File: config.mk
export PLATFORM = sky130hd
export DESIGN_NAME = debug_write_command_unit
export DESIGN_NICKNAME = d
export VERILOG_FILES = /design/src/hw/dbg_cmd_pkg.sv /design/src/hw/debug_write_command_unit.sv /design/src/hw/sync_2ff.sv
export SDC_FILE = /design/constraint.sdc
export NUM_CORES = 1
export LEC_CHECK = 0
export BUFFER_PORTS_ARGS = -buffer_cell sky130_fd_sc_hd__buf_2
export CORE_MARGIN = 1
export CORE_UTILIZATION = 35
export CTS_CLUSTER_SIZE = 20
export DETAILED_ROUTE_END_ITERATION = 8
export PLACE_DENSITY_LB_ADDON = 0.08
export SYNTH_ARGS = -nofsm -noshare
export SYNTH_HDL_FRONTEND = slang
export SYNTH_SLANG_ARGS = --single-unit
File: constraint.sdc
create_clock -name clk_sys_i -period 3.7 [get_ports clk_sys_i]
set_input_delay 0.37 -clock clk_sys_i [delete_from_list [all_inputs] [get_ports clk_sys_i]]
set_output_delay 0.37 -clock clk_sys_i [all_outputs]
set_load 0.02 [all_outputs]
File: src/hw/dbg_cmd_pkg.sv
// Package: register map, command codes, timing and carrier types of the debug write unit
package dbg_cmd_pkg;

  // ------------------------------------------------------------------
  // Register offsets in the write-only debug register space
  // ------------------------------------------------------------------
  localparam logic [7:0] ADDR_MASTER_CTL = 8'h11;
  localparam logic [7:0] ADDR_WR_UPPER = 8'h13;
  localparam logic [7:0] ADDR_WR_HIGH = 8'h14;
  localparam logic [7:0] ADDR_WR_LOW = 8'h15;
  localparam logic [7:0] ADDR_COMMAND = 8'h16;
  localparam logic [7:0] ADDR_BUS_CTL = 8'h17;

  // ------------------------------------------------------------------
  // Field positions and reset values
  // ------------------------------------------------------------------
  localparam int BIT_DEVICE_RESET = 7;
  localparam int BIT_GRANT_ENABLE = 7;
  localparam int BIT_GRANT_FORCE = 6;
  localparam logic [23:0] STAGED_RESET = 24'h00_0000;
  localparam logic [23:0] READ_RESET = 24'h00_0000;

  // ------------------------------------------------------------------
  // Command codes
  // ------------------------------------------------------------------
  localparam logic [7:0] CMD_RD_AF = 8'h00;
  localparam logic [7:0] CMD_RD_PC = 8'h07;
  localparam logic [7:0] CMD_SET_LONG = 8'h08;
  localparam logic [7:0] CMD_CLR_LONG = 8'h09;
  localparam logic [7:0] CMD_EXCHANGE = 8'h0A;
  localparam logic [7:0] CMD_RD_MEM = 8'h0B;
  localparam logic [7:0] CMD_WR_AF = 8'h80;
  localparam logic [7:0] CMD_WR_PC = 8'h87;
  localparam logic [7:0] CMD_WR_MEM = 8'h8B;

  // ------------------------------------------------------------------
  // Timing: the link counts as idle after two link clock periods
  // ------------------------------------------------------------------
  localparam int CLK_SYS_MHZ = 100;
  localparam int LINK_IDLE_NS = 320;
  localparam int LINK_IDLE_CYC = (LINK_IDLE_NS * CLK_SYS_MHZ + 999) / 1000;

  // Target of a core request
  typedef enum logic [3:0] {
    TGT_AF = 4'b0000,
    TGT_BC = 4'b0001,
    TGT_DE = 4'b0010,
    TGT_HL = 4'b0011,
    TGT_IX = 4'b0100,
    TGT_IY = 4'b0101,
    TGT_SPL = 4'b0110,
    TGT_PC = 4'b0111,
    TGT_SPS = 4'b1000,
    TGT_SET_LONG = 4'b1001,
    TGT_CLR_LONG = 4'b1010,
    TGT_EXCHANGE = 4'b1011,
    TGT_MEM = 4'b1100
  } target_e;

  // One register write from the serial framing logic
  typedef struct packed {
    logic en;
    logic [7:0] addr;
    logic [7:0] data;
  } reg_wr_s;

  // Request to the processor core
  typedef struct packed {
    logic valid;
    logic write;
    target_e target;
    logic [23:0] data;
  } core_req_s;

  // Whole state of the command unit
  typedef struct packed {
    logic reset_req;
    logic wake;
    logic [23:0] staged;
    core_req_s req;
    logic [23:0] read_data;
    logic read_update;
    logic grant_en;
    logic grant_force;
    logic grant_auto;
    logic [7:0] idle_cnt;
    logic link_prev;
  } unit_state_s;

endpackage

File: src/hw/debug_write_command_unit.sv
// Debug port write side: reset control, staged write value, commands and bus grant
// Summary of operation
// - Writing 1 to bit 7 at 11h resets the device; cleared when reset ends.
// - Host writes to master control wake the processor from halt or sleep.
// - Bytes 13h, 14h, 15h stage a 24-bit value used by write commands.
// - Narrower write commands use only the low byte or bytes of the staged value.
// - Each valid command register write starts its operation at once; one written while a request is pending is dropped.
// - Reads fill upper, high, low read bytes; AF gives page base, flags, accumulator.
// - Codes 00-07 read AF, BC, DE, HL, IX, IY, SP, PC; 80-87 write them.
// - Stack pointer commands pick long pointer in long mode, short pointer otherwise.
// - 08 sets long-address mode, 09 clears it, 0A swaps the alternate set.
// - 0B reads memory at PC then increments; 8B writes memory there then increments.
// - Bus control register governs bus requests in debug mode.
// - Bit 7 clear ignores requests; set grants them after the current operation.
// - Bit 6 set forces bus grant active; clearing it returns the bus unless an automatic grant from bit 7 holds it.
`timescale 1ns/1ns
module debug_write_command_unit #(
  parameter int IDLE_CYC = dbg_cmd_pkg::LINK_IDLE_CYC
) (
  input wire logic clk_sys_i,
  input wire logic rst_i,
  input wire dbg_cmd_pkg::reg_wr_s reg_wr_i,
  input wire logic debug_clk_i,
  input wire logic bus_request_in_i,
  input wire logic long_address_mode_i,
  input wire logic reset_done_i,
  input wire logic core_done_i,
  input wire logic [23:0] core_rd_data_i,
  output dbg_cmd_pkg::core_req_s core_req_o,
  output logic device_reset_o,
  output logic wake_o,
  output logic [23:0] read_data_o,
  output logic read_update_o,
  output logic bus_grant_out_o
);

  dbg_cmd_pkg::unit_state_s st;
  dbg_cmd_pkg::unit_state_s next_st;
  logic [1:0] pins_sync;
  logic link_clk;
  logic bus_req;
  logic wr_master;
  logic wr_cmd;
  logic wr_bus;
  logic cmd_ok;
  logic cmd_write;
  dbg_cmd_pkg::target_e cmd_target;

  // ------------------------------------------------------------------
  // Pin synchronisation
  // ------------------------------------------------------------------
  sync_2ff #(
    .WIDTH(2)
  ) u_sync (
    .clk_sys_i(clk_sys_i),
    .rst_i(rst_i),
    .async_i({debug_clk_i, bus_request_in_i}),
    .sync_o(pins_sync)
  );

  assign link_clk = pins_sync[1];
  assign bus_req = pins_sync[0];

  // Low bytes that a target actually uses; the rest read as zero
  function automatic logic [23:0] width_mask(input dbg_cmd_pkg::target_e t);
    logic [23:0] m;
    m = 24'hFF_FFFF;
    if (t == dbg_cmd_pkg::TGT_SPS) begin
      m = 24'h00_FFFF;
    end else if (t == dbg_cmd_pkg::TGT_MEM) begin
      m = 24'h00_00FF;
    end
    return m;
  endfunction

  // ------------------------------------------------------------------
  // Command decode
  // ------------------------------------------------------------------
  // Register strobes; address decode only, no readable registers here
  assign wr_master = reg_wr_i.en && (reg_wr_i.addr == dbg_cmd_pkg::ADDR_MASTER_CTL);
  assign wr_cmd = reg_wr_i.en && (reg_wr_i.addr == dbg_cmd_pkg::ADDR_COMMAND);
  assign wr_bus = reg_wr_i.en && (reg_wr_i.addr == dbg_cmd_pkg::ADDR_BUS_CTL);

  // Decode code to target; codes outside the table stay invalid
  always_comb begin
    cmd_ok = 1'b0;
    cmd_write = reg_wr_i.data[7];
    cmd_target = dbg_cmd_pkg::TGT_AF;
    if (reg_wr_i.data[6:0] <= dbg_cmd_pkg::CMD_RD_PC[6:0]) begin
      cmd_ok = 1'b1;
      cmd_target = dbg_cmd_pkg::target_e'({1'b0, reg_wr_i.data[2:0]});
      if (reg_wr_i.data[2:0] == 3'h6 && !long_address_mode_i) begin
        cmd_target = dbg_cmd_pkg::TGT_SPS;
      end
    end else if (reg_wr_i.data[6:0] == dbg_cmd_pkg::CMD_RD_MEM[6:0]) begin
      cmd_ok = 1'b1;
      cmd_target = dbg_cmd_pkg::TGT_MEM;
    end else if (!reg_wr_i.data[7]) begin
      // Mode and exchange commands exist only in the read half
      unique case (reg_wr_i.data)
        dbg_cmd_pkg::CMD_SET_LONG: begin
          cmd_ok = 1'b1;
          cmd_target = dbg_cmd_pkg::TGT_SET_LONG;
        end
        dbg_cmd_pkg::CMD_CLR_LONG: begin
          cmd_ok = 1'b1;
          cmd_target = dbg_cmd_pkg::TGT_CLR_LONG;
        end
        dbg_cmd_pkg::CMD_EXCHANGE: begin
          cmd_ok = 1'b1;
          cmd_target = dbg_cmd_pkg::TGT_EXCHANGE;
        end
        default: begin
          cmd_ok = 1'b0;
        end
      endcase
    end
  end

  // ------------------------------------------------------------------
  // Next state
  // ------------------------------------------------------------------
  always_comb begin
    next_st = st;
    next_st.wake = 1'b0;
    next_st.read_update = 1'b0;
    next_st.link_prev = link_clk;
    // Any link clock edge means a debug operation is in flight
    if (link_clk != st.link_prev) begin
      next_st.idle_cnt = '0;
    end else if (st.idle_cnt != 8'(IDLE_CYC)) begin
      next_st.idle_cnt = st.idle_cnt + 8'd1;
    end
    // Reset request ends with the reset; a new request in that cycle wins
    if (reset_done_i) begin
      next_st.reset_req = 1'b0;
    end
    if (wr_master) begin
      next_st.wake = 1'b1;
      if (reg_wr_i.data[dbg_cmd_pkg::BIT_DEVICE_RESET]) begin
        next_st.reset_req = 1'b1;
      end
    end
    // Staged bytes change only on their own writes
    if (reg_wr_i.en && reg_wr_i.addr == dbg_cmd_pkg::ADDR_WR_UPPER) begin
      next_st.staged[23:16] = reg_wr_i.data;
    end
    if (reg_wr_i.en && reg_wr_i.addr == dbg_cmd_pkg::ADDR_WR_HIGH) begin
      next_st.staged[15:8] = reg_wr_i.data;
    end
    if (reg_wr_i.en && reg_wr_i.addr == dbg_cmd_pkg::ADDR_WR_LOW) begin
      next_st.staged[7:0] = reg_wr_i.data;
    end
    // Finished request: reads land in the read bytes, low-justified
    if (st.req.valid && core_done_i) begin
      next_st.req.valid = 1'b0;
      if (!st.req.write && st.req.target != dbg_cmd_pkg::TGT_SET_LONG &&
          st.req.target != dbg_cmd_pkg::TGT_CLR_LONG &&
          st.req.target != dbg_cmd_pkg::TGT_EXCHANGE) begin
        next_st.read_data = core_rd_data_i & width_mask(st.req.target);
        next_st.read_update = 1'b1;
      end
    end
    // A command while one is pending is dropped: the core owns the old one
    if (wr_cmd && cmd_ok && !st.req.valid) begin
      next_st.req.valid = 1'b1;
      next_st.req.write = cmd_write;
      next_st.req.target = cmd_target;
      next_st.req.data = st.staged & width_mask(cmd_target);
    end
    // Reserved bits of bus control are dropped
    if (wr_bus) begin
      next_st.grant_en = reg_wr_i.data[dbg_cmd_pkg::BIT_GRANT_ENABLE];
      next_st.grant_force = reg_wr_i.data[dbg_cmd_pkg::BIT_GRANT_FORCE];
    end
    // Grant waits for the current operation and an idle link
    if (!next_st.grant_en || !bus_req) begin
      next_st.grant_auto = 1'b0;
    end else if (!st.req.valid && st.idle_cnt == 8'(IDLE_CYC)) begin
      next_st.grant_auto = 1'b1;
    end
  end

  // ------------------------------------------------------------------
  // State register
  // ------------------------------------------------------------------
  always_ff @(posedge clk_sys_i or posedge rst_i) begin
    if (rst_i) begin
      st <= '{reset_req: 1'b0, wake: 1'b0, staged: dbg_cmd_pkg::STAGED_RESET,
              req: '{valid: 1'b0, write: 1'b0, target: dbg_cmd_pkg::TGT_AF,
                     data: 24'h00_0000},
              read_data: dbg_cmd_pkg::READ_RESET, read_update: 1'b0,
              grant_en: 1'b0, grant_force: 1'b0, grant_auto: 1'b0,
              idle_cnt: 8'h00, link_prev: 1'b0};
    end else begin
      st <= next_st;
    end
  end

  // Outputs straight from state flip-flops; bus grant is the OR of the forced and automatic grant flops
  assign core_req_o = st.req;
  assign device_reset_o = st.reset_req;
  assign wake_o = st.wake;
  assign read_data_o = st.read_data;
  assign read_update_o = st.read_update;
  assign bus_grant_out_o = st.grant_force | st.grant_auto;
endmodule

File: src/hw/sync_2ff.sv
// Two flip-flop synchroniser for level inputs from outside the clock domain
`timescale 1ns/1ns
module sync_2ff #(
  parameter int WIDTH = 2
) (
  input wire logic clk_sys_i,
  input wire logic rst_i,
  input wire logic [WIDTH-1:0] async_i,
  output logic [WIDTH-1:0] sync_o
);

  logic [WIDTH-1:0] meta;

  // First stage feeds only the second stage
  always_ff @(posedge clk_sys_i or posedge rst_i) begin
    if (rst_i) begin
      meta <= '0;
      sync_o <= '0;
    end else begin
      meta <= async_i;
      sync_o <= meta;
    end
  end

endmodule

**After elaboration in Yosys (flattened, before gate mapping)**

Index checks and enable logic that the tools add are counted.

- Logic and storage cells: 97
- Register bits: 97

- Reduce and logical (&&, ||, !) cells: 25
- Mux-type cells: 28
- $lt $le $gt $ge: 1
- Bitwise operators: 3
- Equal/unequal tests: 21
- Add/subtract/negate cells: 1

Operators with widths:

| cell | number |
|---|---|
| 24-bit 2-to-1 mux | 7 |
| 24-bit AND | 2 |
| 8-bit by 5-bit == test with 1-bit output, second input constant | 6 |
| 30-bit 2-to-1 mux | 1 |
| 8-bit by 4-bit == test with 1-bit output, second input constant | 3 |
| 4-bit == test, second input constant | 4 |
| 4-bit 2-to-1 mux | 4 |
| 8-bit 2-to-1 mux | 2 |
| 1-bit logical AND | 14 |
| 4-bit != test, second input constant | 3 |
| 4-bit case mux with 3 select lines | 1 |
| 1-bit 2-to-1 mux | 11 |
| 8-bit by 1-bit adder with 8-bit output, second input constant | 1 |
| 8-bit by 6-bit == test with 1-bit output, second input constant | 1 |
| 8-bit by 6-bit != test with 1-bit output, second input constant | 1 |
| 7-bit by 4-bit == test with 1-bit output, second input constant | 1 |
| 7-bit by 3-bit <= comparator with 1-bit output, second input constant | 1 |
| 2-bit nonzero test | 3 |
| 1-bit logical NOT | 5 |
| 2-bit 2-to-1 mux | 2 |
| 3-bit == test, second input constant | 1 |
| 3-bit OR reduction | 1 |
| 2-bit AND reduction | 1 |
| 1-bit logical OR | 1 |
| 2 further kinds | 2 |

**Logic depth before layout (Yosys ltp)**

Gate-level depths: netlist (run 1).

- Depth in word-level cells: 11
- Depth in mapped cells: 7
- Depth with buffers taken out: 6

**Cells and area by module**

A second synthesis (run 1) with hierarchy kept.

- Cells, all modules: 363
- Area, all modules: 4409.2 um2

Modules (own cells, without submodules):

| module | instances | cells an instance | sequential area each (um2) | area each (um2) |
|---|---|---|---|---|
| debug_write_command_unit | 1 | 358 | 2327.2 | 4305.4 |
| sync_2ff | 1 | 5 | 100.1 | 103.8 |

**Worst setup path after synthesis (run 1)**

No wires, ideal clock.

- Path type: input port to flip-flop
- Start: input port reg_wr_i[11] (netlist bit)
- End: register st (netlist bit core_req_o[28])
- Library setup time: 0.128 ns
- Stages: 6
- Path slack: 1.628 ns
- Arrival time: 1.944 ns
- Path through: or4b_4 > nor4b_2 > and4_1 > buf_2 > buf_6 > mux2_1

- Longest elaborated chain between the ends: 4

Ends and longest elaborated chain:

| element | line | RTL |
|---|---|---|
| from (decl) | debug_write_command_unit.sv:22 | `input wire dbg_cmd_pkg::reg_wr_s reg_wr_i,` |
| 8-bit by 5-bit == test with 1-bit output | debug_write_command_unit.sv:81 | `assign wr_cmd = reg_wr_i.en && (reg_wr_i.addr == dbg_cmd_pkg::ADDR_COMMAND);` |
| 1-bit logical AND | debug_write_command_unit.sv:81 |  |
| 1-bit logical AND (2 in series) | debug_write_command_unit.sv:165 | `if (wr_cmd && cmd_ok && !st.req.valid) begin` |
| to (signal assigned) | debug_write_command_unit.sv:189 | `st <= '{reset_req: 1'b0, wake: 1'b0, staged: dbg_cmd_pkg::STAGED_RESET,` |
| to (signal assigned) | debug_write_command_unit.sv:196 | `st <= next_st;` |
| to (decl) | debug_write_command_unit.sv:37 | `dbg_cmd_pkg::unit_state_s st;` |

No other way between the ends.
A chain may end at the register's enable or synchronous reset.

**Worst setup path in the final report (run 1)**

- Start: register st (netlist bit core_req_o[24])
- End: register st (netlist bit read_data_o[12])

- Longest elaborated chain between the ends: 6
- Elaborated cells between the ends (all ways): 14
- Classes of those cells: eq/ne (5); mux (4); bitwise (1); reduce/logical (4)

Ends and longest elaborated chain:

| element | line | RTL |
|---|---|---|
| 4-bit == test | debug_write_command_unit.sv:70 | `end else if (t == dbg_cmd_pkg::TGT_MEM) begin` |
| 24-bit 2-to-1 mux | debug_write_command_unit.sv:70 |  |
| 24-bit 2-to-1 mux | debug_write_command_unit.sv:68 | `if (t == dbg_cmd_pkg::TGT_SPS) begin` |
| 24-bit 2-to-1 mux | debug_write_command_unit.sv:157 | `if (!st.req.write && st.req.target != dbg_cmd_pkg::TGT_SET_LONG &&` |
| 24-bit 2-to-1 mux | debug_write_command_unit.sv:155 | `if (st.req.valid && core_done_i) begin` |
| 24-bit AND | debug_write_command_unit.sv:160 | `next_st.read_data = core_rd_data_i & width_mask(st.req.target);` |

Several ways; a longest one is shown, not always the timed one. The select of a mux whose other input is x is not followed.

==> results.ini, run 1 <==
[global_routing]
grt_pass1_wl_mm = 13.9
grt_overflow = 0
grt_pass1_vias = 2648
grt_max_degree = 42
antenna_found_initial = 0
grt_use_total_pct = 14.3

[setup_path]
worst_ep_required_time_ns = 3.98
crit_path_end_kind = flop
arrival_ns = 2.36
cp_max_fo = 18
r2r_cells = 5
cp-start-kind = flop
worst-setup-path-type = flop to flop

[sta]
setup_viol = 0
fin_worst_skew_ns = 0.00559
max_freq_mhz = 479
period_share_pct = 56.4
setup_tns_ns = 0
grt_setup_unrepaired = false
slew_viol_final = 0
min_period_ns = 2.09
tightest_slew_ns = 0.759
slew_headroom_pct = 49.0
hold_violations = 0

[clock_tree]
cts_buffers = 9
path_clk_slew_ns = 0.06
ctsResizeCount = 0
cts_tree = done
clk_latency_ns = 0.34
cts.sinks = 97
cts_hold_buf = 0
post_cts_buffers = 0
clk_path_buf_depth = 2
cts_root_buffer = clkbuf_16
htree_levels = 3

[placement]
gp_congestion = 0.738
port_buffers = 105
dp.cells = 574
hpwlAfterDp_mm = 6.17

[drt]
wl_met3_um = 458
wl_met1_mm = 4.17
ant_nets = 0
first_iter_violations = 82
viasPerCell = 4.52
wl_met2_mm = 3.98
route.vias.total = 2667
drcViolationCount = 0
wl_per_cell_um = 14.8
wl_mm = 8.70
dr.pass1.iters = 4
top_layer = met4

[synth]
netlist_instances = 364
ys_types = 43
syn_nets = 414
ys_seq_area_share_pct = 54.8
synth_seq_cells = 97
async_flop_share_pct = 100
synth_edf_count = 0
synth-main-ff-cell = dfrtp_1
yosysWarnings = 0
syn_area_um2 = 4430
synth_area_per_cell_um2 = 12.2

[floorplan]
initial_core_util_pct = 36.5
rows = 40
die_width_um = 115
die_h_um = 115
io_pins = 106
core_area_um2 = 12200
die_area_um2 = 13100

[job]
cap_viol_max_count = 0

[finish]
instances_no_fill = 590
final_common_cell = buf_2
fill_cells = 1205
drive_gt1_share_pct = 39.6
layout_common_cells = buf_2, dfrtp_1, mux2_2, nand2_1, mux2_1
nets = 467
diodes = 0
areaGrowthSynthToFinish_pct = 13.6

[run_status]
status = completed

[pwr]
max-vdd-ir-drop_v = 0.000240
leakage_nw = 2.62
power_density_nw_per_um2 = 437

[min_path]
min_path_type = input port to async pin

[through the flow]
step	hold slack, ns	cell area, um^2	util, %	setup WS (ns)	total power (W)
final	0.0332	5040	41.4	1.61	0.00220
after global placement	0.335	4750	39.0	1.41	0.00131
after detailed placement	0.336	4750	39.0	1.39	0.00131
after floorplan	0.331	4430	-	0.796	0.00126
after global routing	0.0674	5040	41.4	1.39	0.00231
after CTS	0.0421	5040	41.4	1.57	0.00225
[cell type report]
type / count / area [um^2] / share of cell area [%]
Tap cell: 168 / 210 / 4.17
Multi-Input combinational cell: 182 / 1480 / 29.4
Sequential cell: 97 / 2430 / 48.2
Timing Repair Buffer: 110 / 563 / 11.2
Clock buffer: 13 / 250 / 4.97
Clock inverter: 3 / 40.0 / 0.795
Inverter: 17 / 66.3 / 1.32
[metal layers]
| metal | up-vias | track usage [%] |
|---|---|---|
| li1 | 1283 | - |
| met1 | 1313 | 19.2 |
| met2 | 64 | 21.7 |
| met3 | 7 | 4.82 |
| met4 | 0 | 4.16 |
| met5 | - | 0 |
[worst max-delay path: stages (launching register included)]
cell and delay (ns):
dfrtp_1 0.38, nor2_1 0.31, o311ai_4 0.25, buf_4 0.29, a31oi_1 0.55, a22o_1 0.24
[state kept, by name, summed over array words and instances, names as in the netlist]
name,count
st,36
core_req_o,30
read_data_o,24
u_sync.meta,2
u_sync.sync_o,2
device_reset_o,1
read_update_o,1
wake_o,1
[synthesized netlist by cell type, types with 3 or more instances]
library cell,n,area (um^2)
mux2_1,20,225
nor2_1,10,37.5
dfrtp_1,97,2430
mux2_2,34,383
a21oi_1,4,20.0
nand3_1,6,30.0
mux2i_1,10,100
nor3_1,3,15.0
buf_4,55,413
a22o_1,9,78.8
nand2_1,27,101
xor2_1,5,43.8
clkbuf_1,8,30.0
nor2b_1,11,68.8
o21ai_0,10,50.1
inv_1,17,63.8
[kinds of logic after synthesis]
group                      count (synthesis)  synth area share (%)
muxes                                     64                  16.0
AOI/OAI and AO/OA                         31                  4.71
and+or+nand+nor                           78                  10.4
buffers and inverters                     85                  12.2
xor gates and xnor gates                   7                  1.38
adders and majority gates                  2                 0.564
DFF                                       97                  54.8
[path summary, 6_finish.rpt]
kind	startpoint	to	slack, ns
max in group asynchronous	rst_i	st[75]	2.78
setup reg to reg	core_req_o[24]	read_data_o[12]	1.61
hold / removal	rst_i	st[3]	0.03
min in group clk_sys_i	debug_clk_i	u_sync.meta[1]	0.14
setup / recovery	core_req_o[24]	read_data_o[12]	1.61
hold reg to reg	u_sync.meta[1]	u_sync.sync_o[1]	0.35
[power breakdown]
part           switching (W)  leakage (nW)  internal (W)
sequential         0.0000205          1.28       0.00110
combinational      0.0000978          1.20     0.0000708
clock               0.000374         0.144      0.000541
total               0.000493          2.62       0.00171
No activity file was read; power rests on OpenSTA's default activity.
==> run 2, diff against run 1 <==
--- a/config.mk
+++ b/config.mk
@@ -5,6 +5,7 @@
 export SDC_FILE = /design/constraint.sdc
 export NUM_CORES = 1
 export LEC_CHECK = 0
+export ABC_AREA = 1
 export BUFFER_PORTS_ARGS = -buffer_cell sky130_fd_sc_hd__buf_2
 export CORE_MARGIN = 1
 export CORE_UTILIZATION = 35
==> constraint.sdc (replaced) <==
create_clock -name clk_sys_i -period 1.9 [get_ports clk_sys_i]
set_input_delay 0.19 -clock clk_sys_i [delete_from_list [all_inputs] [get_ports clk_sys_i]]
set_output_delay 0.19 -clock clk_sys_i [all_outputs]
set_load 0.02 [all_outputs]
==> results.ini, run 2 <==
[setup_path]
r2r_start = core_req_o[29]
cp.depth = 7
crit_top_cell = nand2_1
cp-endpoint = core_req_o[26]
worst_ep_required_time_ns = 2.18
cp_max_fo = 16
critPathLaunch = core_req_o[29]
critPathMaxStageDelay_ns = 0.39
cp_slowest_cell = dfrtp_1
crit_chain = inv_1 -> nand3_1 -> nor3_1 -> nand2_2 -> inv_2 -> nand2_1 -> nand2_1
arrival_ns = 1.84
r2r_slack_ns = 0.34
timing.rr.end = core_req_o[26]
path_buf_inv = 2
cp-start-kind = flop
cp_top_family = simple AND/OR/NAND/NOR gates
worst-setup-path-type = flop to flop
r2r_cells = 7
crit_path_end_kind = flop

[sta]
setup_viol = 0
slew_headroom_pct = 65.9
min_period_ns = 1.56
grt_setup_unrepaired = false
tightest_slew_ns = 0.507
slew_viol_final = 0
hold_violations = 0
period_share_pct = 82.1
fin_worst_skew_ns = 0.00470
max_freq_mhz = 641
setup_tns_ns = 0

[clock_tree]
cts_tree = done
path_clk_slew_ns = 0.06
htree_levels = 3
ctsResizeCount = 0
clk_path_buf_depth = 2
clk_latency_ns = 0.34
cts_root_buffer = clkbuf_16
cts.sinks = 97
cts_buffers = 9

[pwr]
leakage_nw = 2.83
internal-power_w = 0.00334
power_density_nw_per_um2 = 851
combPwrFrac_pct = 7.8
max-vdd-ir-drop_v = 0.000619
power.net_switching_w = 0.000990
swShare_pct = 22.8
clock_power_share_pct = 41.8
p_total_w = 0.00433
pwr-share-seq_pct = 50.3

[synth]
ys_seq_area_share_pct = 54.2
synth_xor_xnor_area_share_pct = 0.391
synth_commonest_cells = nand2_1, dfrtp_1, buf_4
yosysWarnings = 0
yosysMostFrequentCell = nand2_1
synthSimpleGateAreaFrac_pct = 25.3
synthMuxAreaShare_pct = 0
synth_compound_area_share_pct = 5.25
ys_types = 33
netlist_instances = 519
synth-main-ff-cell = dfrtp_1
synth_top_family_by_area = simple AND/OR/NAND/NOR gates
synth_fa_ha_area_share_pct = 0.558
syn_nets = 569
synth_area_per_cell_um2 = 8.64
synthTopCellsByArea = dfrtp_1, nand2_1, buf_4
synth_edf_count = 0
yosysTopAreaCell = dfrtp_1
synth_seq_cells = 97
netlist.area_leader.share_pct = 54.2
async_flop_share_pct = 100
syn_area_um2 = 4480

[drt]
drcViolationCount = 0
wl_mm = 9.58
viasPerCell = 4.48
ant_nets = 0
first_iter_violations = 179
route.vias.total = 3352
dr.pass1.iters = 4
wl_per_cell_um = 12.8

[finish]
areaGrowthSynthToFinish_pct = 13.6
final_common_cell = nand2_1
nets = 626
regMostFlops = st
diodes = 0
layout_common_cells = nand2_1, buf_2, dfrtp_1, nand3_1, nor2_1
drive_gt1_share_pct = 25.2
fill_cells = 1279
largest_register_ffs = 36

[floorplan]
core_area_um2 = 12300
io_pins = 106
initial_core_util_pct = 36.6
die_h_um = 115
die_area_um2 = 13300
rows = 40
die_width_um = 115

[global_routing]
grt_pass1_wl_mm = 15.5
grt_overflow = 0
grt_max_degree = 65
grt_pass1_vias = 3024
grt_use_total_pct = 15.6
antenna_found_initial = 0

[min_path]
min_path_type = input port to flop

[job]
cap_viol_max_count = 0

[placement]
hpwlAfterDp_mm = 6.78
port_buffers = 105
gp_congestion = 0.758

[run_status]
status = completed

-- run 2: cell types whose count changed in the layout (fill, tap and decap cells not counted), moves of 7 or more --
| cell | change |
|---|---|
| mux2i_1 | -10 |
| a22o_1 | -9 |
| nor2b_1 | -11 |
| inv_2 | +7 |
| nor2_1 | +22 |
| nand3_1 | +28 |
| o21ai_0 | +16 |
| mux2_1 | -20 |
| inv_1 | +14 |
| nand2_1 | +154 |
| mux2_2 | -34 |
-- run 2: power groups by stage --
stage | registers [W] | logic [W] | clock network [W]
after global placement | 0.00222 | 0.000338 | 0
final | 0.00218 | 0.000338 | 0.00181
after global routing | 0.00219 | 0.000384 | 0.00198
after detailed placement | 0.00222 | 0.000341 | 0
after floorplan | 0.00221 | 0.000242 | 0
after CTS | 0.00218 | 0.000346 | 0.00190
-- run 2: kinds of logic (layout without fill, tap and decap cells) --
family	count (synthesis)	in the layout
AND/OR/NAND/NOR	272	272
buffers and inverters	104	165
adder cells (fa/ha/maj)	2	2
flip-flops	97	97
AO/OA/AOI/OAI	42	42
XOR/XNOR	2	2
-- run 2: cell type report --
| class | count | area (um^2) | area share [%] |
|---|---|---|---|
| Multi-Input combinational cell | 318 | 1410 | 27.8 |
| Clock inverter | 3 | 40.0 | 0.787 |
| Timing Repair Buffer | 111 | 591 | 11.6 |
| Inverter | 39 | 151 | 2.97 |
| Sequential cell | 97 | 2430 | 47.7 |
| Clock buffer | 12 | 256 | 5.04 |
| Tap cell | 168 | 210 | 4.13 |
-- run 2: how the worst min path moves through the flow --
stage	start	endpoint	slack [ns]	cells after the start
6_report	reset_done_i	device_reset_o	0.03	2
5_1_grt	reset_done_i	device_reset_o	0.01	2
4_1_cts	reset_done_i	device_reset_o	0.009	2
3_5_place_dp	debug_clk_i	u_sync.meta[1]	0.30	1
3_3_place_gp	bus_request_in_i	u_sync.meta[0]	0.30	1
2_1_floorplan	bus_request_in_i	u_sync.meta[0]	0.22	0
-- run 2: metrics by stage --
step | instance area [um^2] | hold slack (ns) | worst slack, ns | utilization (%) | cells
after CTS | 5090 | 0.00897 | 0.327 | 41.5 | 748
after floorplan | 4490 | 0.221 | 0.562 | - | 519
after global routing | 5090 | 0.0124 | 0.151 | 41.5 | 748
final | 5090 | 0.0263 | 0.340 | 41.5 | 748
after detailed placement | 4760 | 0.300 | 0.291 | 38.8 | 730
after global placement | 4760 | 0.298 | 0.243 | 38.8 | 730
-- run 2: routing by layer --
metal,track usage (%),part of all wire (%),routed length (um)
met4,4.68,0.94,90
met1,21.6,51,4930
met2,22.6,41,3970
met5,0,0,0
met3,5.69,6.1,589
-- run 2: timing repair --
item,in CTS,in global routing
endpoints found under the hold margin,66,0
setup buffers,0,0
hold buffers,3,0
-- run 2: worst register-to-register path: stages (launching register included) --
cell and delay [ns]:
dfrtp_1 0.39, inv_1 0.11, nand3_1 0.09, nor3_1 0.27, nand2_2 0.28, inv_2 0.22
nand2_1 0.08, nand2_1 0.06
==> run 3, diff against run 2 <==
==> constraint.sdc (replaced) <==
create_clock -name clk_sys_i -period 1.65 [get_ports clk_sys_i]
set_input_delay 0.165 -clock clk_sys_i [delete_from_list [all_inputs] [get_ports clk_sys_i]]
set_output_delay 0.165 -clock clk_sys_i [all_outputs]
set_load 0.02 [all_outputs]
==> results.ini, run 3 (synthesized netlist as in run 2, its figures left out) <==
[floorplan]
initial_core_util_pct = 36.6
die_h_um = 115
die_width_um = 115
core_area_um2 = 12300
die_area_um2 = 13300
io_pins = 106
rows = 40

[clock_tree]
cts_buffers = 9
clk_latency_ns = 0.34
ctsResizeCount = 0
clk_path_buf_depth = 2
cts_tree = done
cts_root_buffer = clkbuf_16
htree_levels = 3
path_clk_slew_ns = 0.06
cts.sinks = 97

[sta]
period_share_pct = 89.5
tightest_slew_ns = 0.454
max_freq_mhz = 677
grt_setup_unrepaired = false
min_period_ns = 1.48
slew_headroom_pct = 69.6
setup_viol = 0
hold_violations = 0
fin_worst_skew_ns = 0.00551
setup_tns_ns = 0
slew_viol_final = 0
fin_ws_ns = 0.173

[placement]
port_buffers = 105
dp.cells = 737
hpwlAfterDp_mm = 6.89
gp_congestion = 0.770
dp_slack_ns = 0.0680

[pwr]
leakage_nw = 2.89
max-vdd-ir-drop_v = 0.000433
swShare_pct = 22.9
internal-power_w = 0.00386
p_total_w = 0.00500
power.net_switching_w = 0.00115
combPwrFrac_pct = 8.0
clock_power_share_pct = 41.8
power_density_nw_per_um2 = 964
pwr-share-seq_pct = 50.2

[finish]
multi_input_area_um2 = 1410
area.sequential_um2 = 2430
final_util_pct = 42.3
fill_cells = 1252
instances_no_fill = 761
final_common_cell = nand2_1
nets = 639
largest_register_ffs = 36
regMostFlops = st
drive_gt1_share_pct = 26.6
areaGrowthSynthToFinish_pct = 15.8
diodes = 0
layout_common_cells = nand2_1, buf_2, dfrtp_1, nand3_1, nor2_1

[drt]
dr.pass1.iters = 4
drcViolationCount = 0
wl_per_cell_um = 12.8
viasPerCell = 4.40
route.vias.total = 3349
wl_mm = 9.76
ant_nets = 0
first_iter_violations = 212

[min_path]
hold_path.startpoint = core_rd_data_i[7]
min_path_type = input port to flop
holdPathStages = 3
min_to = read_data_o[7]

[global_routing]
grt_max_degree = 65
grt_overflow = 0
grt_pass1_wl_mm = 15.8
grt_pass1_vias = 3146
antenna_found_initial = 0
grt_use_total_pct = 15.8

[setup_path]
worst_ep_required_time_ns = 1.88
r2r_cells = 7
r2r_slack_ns = 0.17
arrival_ns = 1.71
cp-start-kind = flop
r2r_start = core_req_o[29]
worst-setup-path-type = flop to flop
timing.rr.end = core_req_o[24]
crit_path_end_kind = flop
cp_max_fo = 14

[run_status]
status = completed

[job]
cap_viol_max_count = 0

==> run 3: cell count changes in the layout (fill, tap and decap cells not counted) <==
| cell | change |
|---|---|
| buf_4 | +12 |
| dlygate4sd3_1 | +1 |
==> run 3: layout make-up <==
class	count	share of cell area, %
clock buffers	12	4.94
flip-flops and latches	97	46.8
multi-input cells	318	27.2
repair buffers	124	13.3
inverters	39	2.92
clock inverters	3	0.771
well taps	168	4.05
==> run 3: worst max path at each step <==
stage	startpoint	end	slack (ns)
after global routing	core_req_o[29]	core_req_o[3]	0.02
after global placement	reg_wr_i[11]	core_req_o[26]	0.12
after CTS	core_req_o[29]	core_req_o[26]	0.1
after detailed placement	reg_wr_i[11]	core_req_o[26]	0.07
final	core_req_o[29]	core_req_o[24]	0.17
after floorplan	rst_i	core_req_o[0]	0.34
==> run 3: power by group through the flow <==
stage | logic (W) | registers, W | clock network [W]
after floorplan | 0.000279 | 0.00254 | 0
after global placement | 0.000396 | 0.00256 | 0
after detailed placement | 0.000400 | 0.00256 | 0
after CTS | 0.000408 | 0.00251 | 0.00218
after global routing | 0.000457 | 0.00252 | 0.00228
final | 0.000400 | 0.00251 | 0.00209
==> run 3: worst max-delay path, stage by stage, from the launching register on <==
cell,delay (ns)
dfrtp_1,0.39
inv_1,0.09
nand3_1,0.08
nor3_1,0.25
nand2_2,0.24
buf_4,0.21
nand2_1,0.06
o21ai_2,0.05
==> run 3: metal layers <==
metal | track usage (%) | vias up | routed length (um)
li1 | - | 1715 | -
met1 | 22.3 | 1516 | 5010
met2 | 23.3 | 110 | 3990
met3 | 3.53 | 8 | 654
met4 | 7.01 | 0 | 101
met5 | 0 | - | 0
==> run 3: what timing repair did <==
| item | in CTS | in global routing |
|---|---|---|
| hold endpoints to repair | 100 | 0 |
| buffers inserted | 0 | 5 |
| hold buffers | 4 | 0 |
| endpoints found under the setup margin | 0 | 9 |
==> run 3: through the flow <==
| stage | instance area (um^2) | hold slack (ns) |
|---|---|---|
| finish | 5190 | 0.0217 |
| global route | 5190 | 0.0159 |
| CTS | 5150 | 0.00773 |
| detailed placement | 4820 | 0.278 |
| global placement | 4820 | 0.276 |
| floorplan | 4490 | 0.196 |
